===== src/flash_seq_defines.vh =====
// constants for the flash self-programming sequencer
`ifndef FLASH_SEQ_DEFINES_VH
`define FLASH_SEQ_DEFINES_VH
// register select codes on the core write port
`define REG_SEL_CTRL 3'h0
`define REG_SEL_KEY 3'h1
`define REG_SEL_ADDR_LO 3'h2
`define REG_SEL_ADDR_HI 3'h3
`define REG_SEL_SRC_LO 3'h4
`define REG_SEL_SRC_HI 3'h5
// control register fields
`define CTRL_START_BIT 15
`define CTRL_OP_LSB 0
`define CTRL_OP_MSB 3
`define CTRL_RESET 16'h0000
// operation codes
`define OP_DWORD 4'h1
`define OP_ROW 4'h2
`define OP_PAGE_ERASE 4'h3
// unlock keys
`define KEY_FIRST 16'h0055
`define KEY_SECOND 16'h00AA
// geometry
`define ROW_WORDS 7'h40
`define ROW_BYTES 12'h0C0
`define PAGE_ROWS 4'h8
`define PAGE_BYTES 12'h600
// program cycle count per word and erase cycle count per row
`define WORD_PROG_CYCLES 16'h0010
`define ERASE_ROW_CYCLES 16'h0020
`endif


===== src/flash_cycle_timer.v =====
// down counter that times one program or erase step
module flash_cycle_timer (
  // clock and reset
  input wire clk,
  input wire rst,
  // control
  input wire load,
  input wire [15:0] count,
  output wire done
);
  reg [15:0] cnt_q;
  always @(posedge clk or posedge rst)
  begin
    if (rst)
      cnt_q <= 16'h0000;
    else if (load)
      cnt_q <= count;
    else if (cnt_q != 16'h0000)
      cnt_q <= cnt_q - 16'h0001;
  end
  assign done = (cnt_q == 16'h0001);
endmodule // flash_cycle_timer


===== src/flash_self_program_sequencer.v =====
// self-programming sequencer for program flash
//
// Function
// - flash rows hold 64 words of 192 bytes; row write programs one row
// - erase clears one page of eight rows, 512 words
// - pages align to 1536 bytes, rows to 192 bytes from memory start
// - processor is stalled while erase or write runs
// - start bit 15 launches operation; hardware clears it when done
// - double-word write programs two words, only at every other word address
// - row write fetches source words from data RAM at source address
// - key 0x55 then 0xAA must be written before any start
// - unlock key register is write-only; reads return zero
// - upper and lower address registers form one 24-bit address
// - upper register gives bits 23 to 16, lower gives 15 to 0
// - control register selects operation type and holds start bit
// - source low register points to data RAM buffer for row writes
`include "flash_seq_defines.vh"
module flash_self_program_sequencer (
  // clock and reset
  input wire clk,
  input wire rst,
  // core register port
  input wire reg_wr,
  input wire reg_rd,
  input wire [2:0] reg_sel,
  input wire [15:0] reg_wdata,
  output reg [15:0] reg_rdata,
  // core stall
  output reg cpu_stall,
  // data RAM read port
  output reg ram_rd,
  output reg [15:0] ram_addr,
  input wire [23:0] ram_rdata,
  // flash array port
  output reg flash_prog,
  output reg flash_erase,
  output reg [23:0] flash_addr,
  output reg [23:0] flash_wdata,
  // status
  output reg op_error
);
  localparam [4:0] ST_IDLE = 5'b00001;
  localparam [4:0] ST_FETCH = 5'b00010;
  localparam [4:0] ST_PROG = 5'b00100;
  localparam [4:0] ST_ERASE = 5'b01000;
  localparam [4:0] ST_DONE = 5'b10000;

  reg [15:0] ctrl_q;
  reg [7:0] addr_hi_q;
  reg [15:0] addr_lo_q;
  reg [15:0] src_lo_q;
  reg [15:0] src_hi_q;
  reg [1:0] key_q;
  reg [4:0] state_q;
  reg [9:0] idx_q;
  reg [23:0] dw_latch_q;
  reg tload_q;
  reg [15:0] tcount_q;
  wire tdone;
  wire [23:0] eff_addr;
  wire start_req;
  wire [3:0] op;
  reg [15:0] rdata_d;

  ////////////////////////////////////////////////////////////////
  // address join and start qualification
  assign eff_addr = {addr_hi_q, addr_lo_q};
  assign op = ctrl_q[`CTRL_OP_MSB:`CTRL_OP_LSB];
  assign start_req = reg_wr && (reg_sel == `REG_SEL_CTRL) && reg_wdata[`CTRL_START_BIT];

  flash_cycle_timer u_timer (
    .clk(clk),
    .rst(rst),
    .load(tload_q),
    .count(tcount_q),
    .done(tdone)
  );

  ////////////////////////////////////////////////////////////////
  // unlock key tracking
  always @(posedge clk or posedge rst)
  begin
    if (rst)
      key_q <= 2'b00;
    else if (reg_wr)
    begin
      if (reg_sel == `REG_SEL_KEY && reg_wdata == `KEY_FIRST)
        key_q <= 2'b01;
      else if (reg_sel == `REG_SEL_KEY && reg_wdata == `KEY_SECOND && key_q == 2'b01)
        key_q <= 2'b10;
      else
        key_q <= 2'b00;
    end
  end

  ////////////////////////////////////////////////////////////////
  // registers and sequencer
  always @(posedge clk or posedge rst)
  begin
    if (rst)
    begin
      ctrl_q <= `CTRL_RESET;
      addr_hi_q <= 8'h00;
      addr_lo_q <= 16'h0000;
      src_lo_q <= 16'h0000;
      src_hi_q <= 16'h0000;
      state_q <= ST_IDLE;
      idx_q <= 10'h000;
      dw_latch_q <= 24'h000000;
      tload_q <= 1'b0;
      tcount_q <= 16'h0000;
      cpu_stall <= 1'b0;
      ram_rd <= 1'b0;
      ram_addr <= 16'h0000;
      flash_prog <= 1'b0;
      flash_erase <= 1'b0;
      flash_addr <= 24'h000000;
      flash_wdata <= 24'h000000;
      op_error <= 1'b0;
    end
    else
    begin
      tload_q <= 1'b0;
      ram_rd <= 1'b0;
      flash_prog <= 1'b0;
      flash_erase <= 1'b0;
      case (state_q)
        ST_IDLE:
        begin
          if (reg_wr && reg_sel == `REG_SEL_CTRL)
          begin
            ctrl_q <= {1'b0, reg_wdata[14:0]};
            if (start_req)
            begin
              if (key_q != 2'b10)
                op_error <= 1'b1;
              else if (reg_wdata[3:0] == `OP_DWORD && eff_addr[1:0] != 2'b10)
                op_error <= 1'b1;
              else if (reg_wdata[3:0] == `OP_DWORD || reg_wdata[3:0] == `OP_ROW
                       || reg_wdata[3:0] == `OP_PAGE_ERASE)
              begin
                op_error <= 1'b0;
                ctrl_q[`CTRL_START_BIT] <= 1'b1;
                cpu_stall <= 1'b1;
                idx_q <= 10'h000;
                if (reg_wdata[3:0] == `OP_PAGE_ERASE)
                begin
                  flash_addr <= eff_addr - (eff_addr % {12'h000, `PAGE_BYTES});
                  state_q <= ST_ERASE;
                  tload_q <= 1'b1;
                  tcount_q <= `ERASE_ROW_CYCLES;
                end
                else if (reg_wdata[3:0] == `OP_ROW)
                begin
                  flash_addr <= eff_addr - (eff_addr % {12'h000, `ROW_BYTES});
                  ram_addr <= src_lo_q;
                  ram_rd <= 1'b1;
                  state_q <= ST_FETCH;
                end
                else
                begin
                  flash_addr <= eff_addr - 24'h000002;
                  flash_wdata <= dw_latch_q;
                  flash_prog <= 1'b1;
                  tload_q <= 1'b1;
                  tcount_q <= `WORD_PROG_CYCLES;
                  state_q <= ST_PROG;
                end
              end
              else
                op_error <= 1'b1;
            end
          end
          else if (reg_wr && reg_sel == `REG_SEL_ADDR_LO)
            addr_lo_q <= reg_wdata;
          else if (reg_wr && reg_sel == `REG_SEL_ADDR_HI)
            addr_hi_q <= reg_wdata[7:0];
          else if (reg_wr && reg_sel == `REG_SEL_SRC_LO)
            src_lo_q <= reg_wdata;
          else if (reg_wr && reg_sel == `REG_SEL_SRC_HI)
            src_hi_q <= reg_wdata;
        end
        ST_FETCH:
        begin
          flash_wdata <= ram_rdata;
          flash_prog <= 1'b1;
          tload_q <= 1'b1;
          tcount_q <= `WORD_PROG_CYCLES;
          state_q <= ST_PROG;
        end
        ST_PROG:
        begin
          if (tdone)
          begin
            if (op == `OP_ROW && idx_q != {3'h0, `ROW_WORDS} - 10'h001)
            begin
              idx_q <= idx_q + 10'h001;
              flash_addr <= flash_addr + 24'h000002;
              ram_addr <= ram_addr + 16'h0002;
              ram_rd <= 1'b1;
              state_q <= ST_FETCH;
            end
            else if (op == `OP_DWORD && idx_q == 10'h000)
            begin
              idx_q <= 10'h001;
              flash_addr <= flash_addr + 24'h000002;
              flash_prog <= 1'b1;
              tload_q <= 1'b1;
              tcount_q <= `WORD_PROG_CYCLES;
            end
            else
              state_q <= ST_DONE;
          end
        end
        ST_ERASE:
        begin
          if (tdone)
          begin
            if (idx_q != {6'h00, `PAGE_ROWS} - 10'h001)
            begin
              idx_q <= idx_q + 10'h001;
              flash_addr <= flash_addr + {12'h000, `ROW_BYTES};
              flash_erase <= 1'b1;
              tload_q <= 1'b1;
              tcount_q <= `ERASE_ROW_CYCLES;
            end
            else
              state_q <= ST_DONE;
          end
          else if (idx_q == 10'h000 && tcount_q == `ERASE_ROW_CYCLES && !flash_erase
                   && tload_q)
            flash_erase <= 1'b1;
        end
        ST_DONE:
        begin
          ctrl_q[`CTRL_START_BIT] <= 1'b0;
          cpu_stall <= 1'b0;
          state_q <= ST_IDLE;
        end
        default:
          state_q <= ST_IDLE;
      endcase
      // data latch for double-word write, taken from source high bits 7:0 and the source low write
      if (state_q == ST_IDLE && reg_wr && reg_sel == `REG_SEL_SRC_LO)
        dw_latch_q <= {src_hi_q[7:0], reg_wdata};
    end
  end

  ////////////////////////////////////////////////////////////////
  // read back
  always @*
  begin
    rdata_d = 16'h0000;
    if (reg_sel == `REG_SEL_CTRL)
      rdata_d = ctrl_q;
    else if (reg_sel == `REG_SEL_KEY)
      rdata_d = 16'h0000;
    else if (reg_sel == `REG_SEL_ADDR_LO)
      rdata_d = addr_lo_q;
    else if (reg_sel == `REG_SEL_ADDR_HI)
      rdata_d = {8'h00, addr_hi_q};
    else if (reg_sel == `REG_SEL_SRC_LO)
      rdata_d = src_lo_q;
    else if (reg_sel == `REG_SEL_SRC_HI)
      rdata_d = src_hi_q;
  end

  always @(posedge clk or posedge rst)
  begin
    if (rst)
      reg_rdata <= 16'h0000;
    else if (reg_rd)
      reg_rdata <= rdata_d;
  end
endmodule // flash_self_program_sequencer


===== config.mk =====
export PLATFORM = sky130hd
export DESIGN_NAME = flash_self_program_sequencer
export DESIGN_NICKNAME = d
export VERILOG_FILES = /design/src/flash_cycle_timer.v /design/src/flash_self_program_sequencer.v
export VERILOG_INCLUDE_DIRS = /design/src
export SDC_FILE = /design/constraint.sdc
export NUM_CORES = 1
export LEC_CHECK = 0
export BUFFER_PORTS_ARGS = -buffer_cell sky130_fd_sc_hd__buf_4
export CAP_MARGIN = 20
export CORE_ASPECT_RATIO = 1.2
export CORE_MARGIN = 3
export CORE_UTILIZATION = 53
export DETAILED_ROUTE_END_ITERATION = 10
export PLACE_DENSITY = 0.72
export SETUP_SLACK_MARGIN = 0.1
export SYNTH_ARGS = -nofsm -noshare
export SYNTH_HDL_FRONTEND = slang
export SYNTH_HIERARCHICAL = 1
export SYNTH_SLANG_ARGS = --single-unit

===== constraint.sdc =====
create_clock -name clk -period 8.3 [get_ports clk]
set_clock_uncertainty 0.15 [all_clocks]
set_input_delay 1.66 -clock clk [delete_from_list [all_inputs] [get_ports clk]]
set_output_delay 1.66 -clock clk [all_outputs]
set_load 0.05 [all_outputs]

==> results by group, run 1 <==
Routing
  – Vias post-DR: between 10000 and 15000
  – Post-Route WL: approximately 41 mm
  – Vias/cell: 6.096
  – Final ANT Viol Nets: 0
  – Routed len/inst: approximately 19 microns
  – Drt first pass iters: 7
  – # DRC: 0
  – DRT iter0 DRCs: 982

Power
  – PD cells: roughly 440 mW/mm^2
  – Worst ir drop on vdd: 251.7 uV
  – Leak: about 7.5 nW

Floorplan
  – Die area: approximately 0.029 sq mm
  – Initial Util: 0.5417
  – FP Rows: 65
  – Die Y: between 150 and 200 microns
  – Core area: between 0.02 and 0.03 sq mm
  – Die span in x: about 160 microns
  – # IOs: between 100 and 150

Clock network
  – CTS Hold Bufs: 0
  – CTS H-tree lvls: 1
  – Clock Sink Count: ~220
  – CTS buffer count: 25
  – TritonCTS clock tree: yes
  – Root buffer cell: clkbuf_16
  – Longest Clk Path Bufs: 3
  – Clk_lat worst skew: around 550 ps
  – Post-cts resize count: 0
  – Setup repair bufs after CTS: 0
  – Worst-path clk slew: roughly 70 ps

GRT
  – First-pass GRT wire length: 65.12 mm
  – Initial antenna violation count: 0
  – M2 GR Usage: 0.4591
  – All-Layer GR Usage: 0.2769
  – GR peak layer: met2
  – Largest net degree at the start of global routing: 126
  – Gr ovfl total: 0
  – GR Layer Usage met3: 0.04698
  – GRT met1 Usage: 0.3757
  – Vias in the first global route: around 12000

Synthesis
  – Mapped Cells: between 1500 and 2000
  – Avg Inst Size Synth: slightly below 9 sq um
  – Register bit count reported by yosys: approximately 220
  – Commonest register cell after synthesis: dfrtp_1
  – Sequential element share of the synthesized area: 0.3794
  – Synth area leaders: dfrtp_1 38%, nand2_1 6.2%, mux2_2 5.1%, o21ai_0 4.7%, ha_1 4.5%
  – Synthesized area: approximately 0.014 sq mm
  – Synth cell types: 95
  – Asr flop ratio synth: 1.000
  – Share of the synthesized area in the top cell type: 0.3775
  – YS warnings: 6
  – Post-synth EDFFs: 0
  – Post-synth top area cell: dfrtp_1

Finish
  – Most common cell after layout, fill and taps aside: nand2_1
  – Antenna fix cells: 0
  – Design Area, Final: roughly 0.017 sq mm
  – Synth-to-layout area growth: 16.11%
  – Fill count: 2212
  – Layout cells sized above 1: 0.1654
  – Net count, final: around 1900
  – Most frequent cells in the layout: 238 x nand2_1, 214 x dfrtp_1, 147 x buf_4

Setup path
  – RR Endpoint: flash_addr[21]
  – Critical path fanouts, max: 15
  – Worst setup EP type: flip-flop
  – Startpoint types: flip-flop
  – Setup CP Type: flip-flop to flip-flop
  – Worst Reg-to-Reg Cells: 27
  – CP top delay family: compound AO/OA/AOI/OAI gates
  – Critical Path Slowest Stage Cell: dfrtp_1
  – R2R setup slack: around 650 ps
  – Critical R2R Launch: addr_hi_q[3]
  – Cell repeated most along the worst path: o21ai_0
  – WP buf/inv: 1
  – Slowest Stage Delay on Critical Path: roughly 670 ps
  – Worst path required time: about 8600 ps
  – Worst Path Arrival: a little under 8000 ps

Job
  – Max-Cap Viols: 0

Min path
  – Hold Path Depth: 2
  – HP Start: dw_latch_q[4]
  – Worst min path class: flip-flop to flip-flop
  – Worst Hold Path EP: dw_latch_q[4]

STA
  – Final setup viols: 0
  – Min cycle time layout: approximately 7600 ps
  – Tcrit/Tclk final: 0.9215
  – Worst slew margin: 0.3391
  – Hold Violations, Final: 0
  – Slew at the pin closest to its max-slew limit: between 900 and 1000 ps
  – Slew Limit Fails: 0
  – RSZ-0062 raised after global routing: false
  – Setup TNS Final: 0 ps
  – Fmax: roughly 130 MHz

Placed design
  – Final GP Congestion: 0.9212
  – Hpwl dp: 29.02 mm
  – Area after DPL: approximately 0.016 sq mm
  – Buffers on Ports: about 130

Status
  – Status: complete, no violations
where the power goes:
part | switching (W) | internal, W
clock network | 0.000479 | 0.000857
logic | 0.00236 | 0.00159
registers | 0.000616 | 0.00148
final cells by class:
| type | instances | area, sq um | area share |
|---|---|---|---|
| multi-input cells | 1334 | 8466 | 0.5092 |
| repair buffers | 148 | 1124 | 0.06758 |
| clock buffers | 28 | 656.9 | 0.03951 |
| inverters | 45 | 176.4 | 0.01061 |
| flip-flops and latches | 217 | 5434 | 0.3269 |
| well taps | 335 | 419.2 | 0.02521 |
| clock inverters | 18 | 349.1 | 0.02100 |
worst max path at each step:
stage,to,cells past startpoint,startpoint,slack (ps)
6_report,flash_addr[21],27,addr_hi_q[3],650
5_1_grt,flash_addr[21],27,addr_hi_q[3],140
4_1_cts,flash_addr[21],27,addr_hi_q[4],710
3_3_place_gp,flash_addr[21],27,addr_hi_q[4],1100
2_1_floorplan,addr_hi_q[0],1,rst,1010
3_5_place_dp,flash_addr[21],27,addr_hi_q[4],750
metrics by stage:
stage / power, W / util / cells / worst slack, ps / hold slack, ps
finish: 0.007380 / 0.6290 / 2125 / 651.6 / 331.0
global route: 0.007900 / 0.6290 / 2125 / 137.3 / 341.8
CTS: 0.007358 / 0.6281 / 2124 / 713.5 / 332.1
detailed placement: 0.005983 / 0.5901 / 2078 / 754.1 / 318.4
global placement: 0.005891 / 0.5901 / 2078 / 1101 / 313.4
floorplan: 0.004999 / - / 1695 / 1009 / 295.5
routing by layer:
layer / vias up / wire length [microns]
met4: 0 / 1167
met3: 71 / 2406
li1: 6214 / -
met5: - / 0
met2: 380 / 19290
met1: 6288 / 17720
kinds of logic after synthesis:
| kind of cell | synth area share |
|---|---|
| compound gates | 0.2096 |
| mux | 0.08608 |
| buf+inv | 0.04107 |
| fa+ha+maj | 0.04457 |
| other cells | 0.0005245 |
| xor+xnor | 0.03242 |
| flops | 0.3794 |
| simple gates | 0.2063 |
worst register-to-register path, stage by stage, from the launching register on:
cell       delay [ps]
dfrtp_1           670
inv_2             190
a211oi_1          250
a2bb2oi_1         470
nand2_1           220
or4b_1            580
nand3_2           120
and2_1            280
mux2_4            330
o22ai_2           460
nor2_1            130
a21o_1            250
a221o_1           320
mux2i_1           200
a211o_1           180
ha_1              260
o21a_1            140
o21ai_0           330
a21oi_1           160
o21a_1            220
o21a_1            220
o211a_1           240
o21ai_0           180
or3b_2            460
o21ai_0            80
a21oi_1            80
o21ai_0           130
o311ai_0          190
Yosys cell counts, types with 14 or more instances:
| cell type | n |
|---|---|
| nand2_1 | 238 |
| dfrtp_1 | 216 |
| o21ai_0 | 134 |
| nor2_1 | 124 |
| a21oi_1 | 118 |
| clkbuf_1 | 75 |
| mux2_2 | 65 |
| ha_1 | 51 |
| nand3_1 | 49 |
| mux2i_1 | 44 |
| inv_1 | 42 |
| nor3_1 | 34 |
| a31oi_1 | 29 |
| xnor2_1 | 27 |
| xor2_1 | 26 |
| nand2b_1 | 21 |
| a22oi_1 | 20 |
| and3_1 | 19 |
| o21a_1 | 19 |
| o221ai_1 | 17 |
| nand4_1 | 15 |
| nor2b_1 | 15 |
| o31ai_1 | 14 |
registers in the layout, indices dropped and copies added (netlist names), 2 cells and up:
signal         flops
flash_wdata       24
addr_hi_q          8
state_q            5
reg_rdata         16
u_timer/cnt_q     16
ram_addr          16
ctrl_q            16
dw_latch_q        24
src_lo_q          16
idx_q             10
key_q              2
flash_addr        24
tcount_q           2
src_hi_q          16
addr_lo_q         16
(Power assumes the default switching activity.)
==> inputs of run 2 (changes only) <==
CORE_UTILIZATION = 30   (was 53)
PLACE_DENSITY = not set   (was 0.72)
==> run 2 against run 1 <==
Compared with the run above:
- sequential share of layout area fell by 0.41 points
- routed wire length up 9.8%
- highest routed layer unchanged
- core utilization shrank 27 points
- global-route usage down 10 points
- die area rose by 74%
- critical path type unchanged
- worst setup slack improved by 200 ps
- clock-buffer cell count increased by 9
- fmax increased by 2.8%
- largest power group unchanged
==> results by group, run 2 (synthesis gave the netlist of run 1 again) <==
Status
  – Status: complete, no violations

Routing
  – # DRC: 0
  – Routed len/inst: around 18 microns
  – Drt first pass iters: 5
  – Vias post-DR: approximately 13000
  – Final ANT Viol Nets: 0
  – Vias/cell: 5.367
  – DRT iter0 DRCs: ~870
  – Post-Route WL: approximately 45 mm

Clock network
  – CTS buffer count: 26
  – CTS Hold Bufs: 0
  – Post-cts resize count: 0
  – Setup repair bufs after CTS: 0
  – Clk_lat worst skew: 560 ps
  – Longest Clk Path Bufs: 3
  – CTS H-tree lvls: 1
  – Root buffer cell: clkbuf_16
  – TritonCTS clock tree: yes
  – Clock Sink Count: about 220
  – Worst-path clk slew: 60 ps

GRT
  – Initial antenna violation count: 1
  – First-pass GRT wire length: just over 70 mm
  – Largest net degree at the start of global routing: roughly 130
  – Gr ovfl total: 0
  – All-Layer GR Usage: 0.1735
  – Vias in the first global route: 12720

Setup path
  – CP top delay family: compound AO/OA/AOI/OAI gates
  – Critical path fanouts, max: 15
  – Critical R2R Launch: addr_hi_q[3]
  – RR Endpoint: flash_addr[18]
  – Startpoint types: flip-flop
  – Setup CP Type: flip-flop to flip-flop
  – Slowest Stage Delay on Critical Path: ~670 ps
  – Critical Path Slowest Stage Cell: dfrtp_1
  – R2R setup slack: 860 ps
  – Worst Reg-to-Reg Cells: 27
  – Cell repeated most along the worst path: o21a_1
  – WP buf/inv: 1
  – Worst Path Arrival: between 7000 and 8000 ps
  – Worst path required time: about 8600 ps
  – Worst setup EP type: flip-flop

STA
  – Hold Violations, Final: 0
  – Slew at the pin closest to its max-slew limit: ~1000 ps
  – Min cycle time layout: 7443 ps
  – Worst slew margin: 0.3283
  – Hold_ws: between 300 and 400 ps
  – RSZ-0062 raised after global routing: false
  – Final setup viols: 0
  – Fmax: ~130 MHz
  – Slew Limit Fails: 0
  – Tcrit/Tclk final: 0.8968
  – Setup TNS Final: 0 ps

Power
  – Total power: ~0.0072 W
  – PD cells: 426.8 mW/mm^2
  – Worst ir drop on vdd: around 220 uV
  – Leak: roughly 7.4 nW

Min path
  – HP Start: dw_latch_q[13]
  – Worst min path class: flip-flop to flip-flop
  – Hold Path Depth: 2
  – Worst Hold Path EP: dw_latch_q[13]

Finish
  – Net count, final: roughly 1900
  – Most frequent cells in the layout: 238 x nand2_1, 214 x dfrtp_1, 146 x buf_4
  – Layout cells sized above 1: 0.1627
  – Design Area, Final: roughly 0.017 sq mm
  – Final std cells w/o fill: 2413
  – Biggest regs: dw_latch_q x24, flash_addr x24, flash_wdata x24
  – Synth-to-layout area growth: 17.60%
  – Fill count: ~4800
  – Most common cell after layout, fill and taps aside: nand2_1

Floorplan
  – Die Y: 245.3 microns
  – # IOs: ~130
  – FP Rows: between 80 and 90
  – Initial Util: 0.3038
  – Die area: around 0.050 sq mm
  – Core area: between 0.04 and 0.05 sq mm
  – Die span in x: just over 200 microns

Placed design
  – Area after DPL: about 0.016 sq mm
  – Dpl cells: between 2000 and 2500
  – Buffers on Ports: 131
  – Hpwl dp: 32.63 mm
  – Final GP Congestion: 0.8791

Job
  – Max-Cap Viols: 0
-- run 2: routing by layer --
layer,wire [microns],global-route usage,up-vias
met5,0,0,-
met4,1417,0.05872,0
met3,2919,0.03482,74
met2,21230,0.2912,377
met1,19000,0.2227,6289
li1,-,-,6210
-- run 2: power breakdown --
part / switching, W / internal (W)
Clock: 0.000467 / 0.000684
Sequential: 0.000629 / 0.00148
Combinational: 0.00234 / 0.00159
Total: 0.00343 / 0.00375
-- run 2: area by class of cell --
type,count,area [sq um],area share
Antenna cell,1,2.502,0.0001486
Clock buffer,37,742.0,0.04407
Clock inverter,9,115.1,0.006837
Inverter,45,176.4,0.01048
Multi-Input combinational cell,1334,8472,0.5032
Sequential cell,217,5434,0.3227
Tap cell,623,779.5,0.04630
Timing Repair Buffer,147,1116,0.06629
-- run 2: worst max-delay path by stage --
stage,endpoint,cells past startpoint,slack [ps],startpoint
final,flash_addr[18],27,860,addr_hi_q[3]
after global routing,flash_addr[18],27,220,addr_hi_q[3]
after CTS,flash_addr[18],27,650,addr_hi_q[4]
after detailed placement,flash_addr[18],27,760,addr_hi_q[4]
after global placement,flash_addr[21],27,1080,addr_hi_q[4]
after floorplan,addr_hi_q[0],1,1010,rst
-- run 2: worst reg2reg max path, stage by stage, from the launching register on --
cell       delay [ps]
dfrtp_1           670
inv_2             180
a211oi_1          340
a2bb2oi_2         310
nand2_1           170
or4b_1            560
nand3_2           120
and2_1            290
mux2_4            340
o22ai_2           450
o21ai_1           160
mux2_2            280
a221o_1           270
mux2i_1           210
a211o_1           170
ha_1              250
o21a_1            130
o21ai_0           290
a21oi_1           150
o21a_1            220
o21a_1            230
o21bai_1          180
a21boi_0          170
o21a_1            250
o41ai_1           360
xnor2_1           170
a21oi_1            80
o21ai_0           170
-- run 2: stage by stage --
stage | util | setup slack (ps)
final | 0.3572 | 856.6
after global routing | 0.3572 | 224.2
after CTS | 0.3566 | 645.8
after detailed placement | 0.3384 | 758.9
after global placement | 0.3384 | 1084
after floorplan | - | 1009
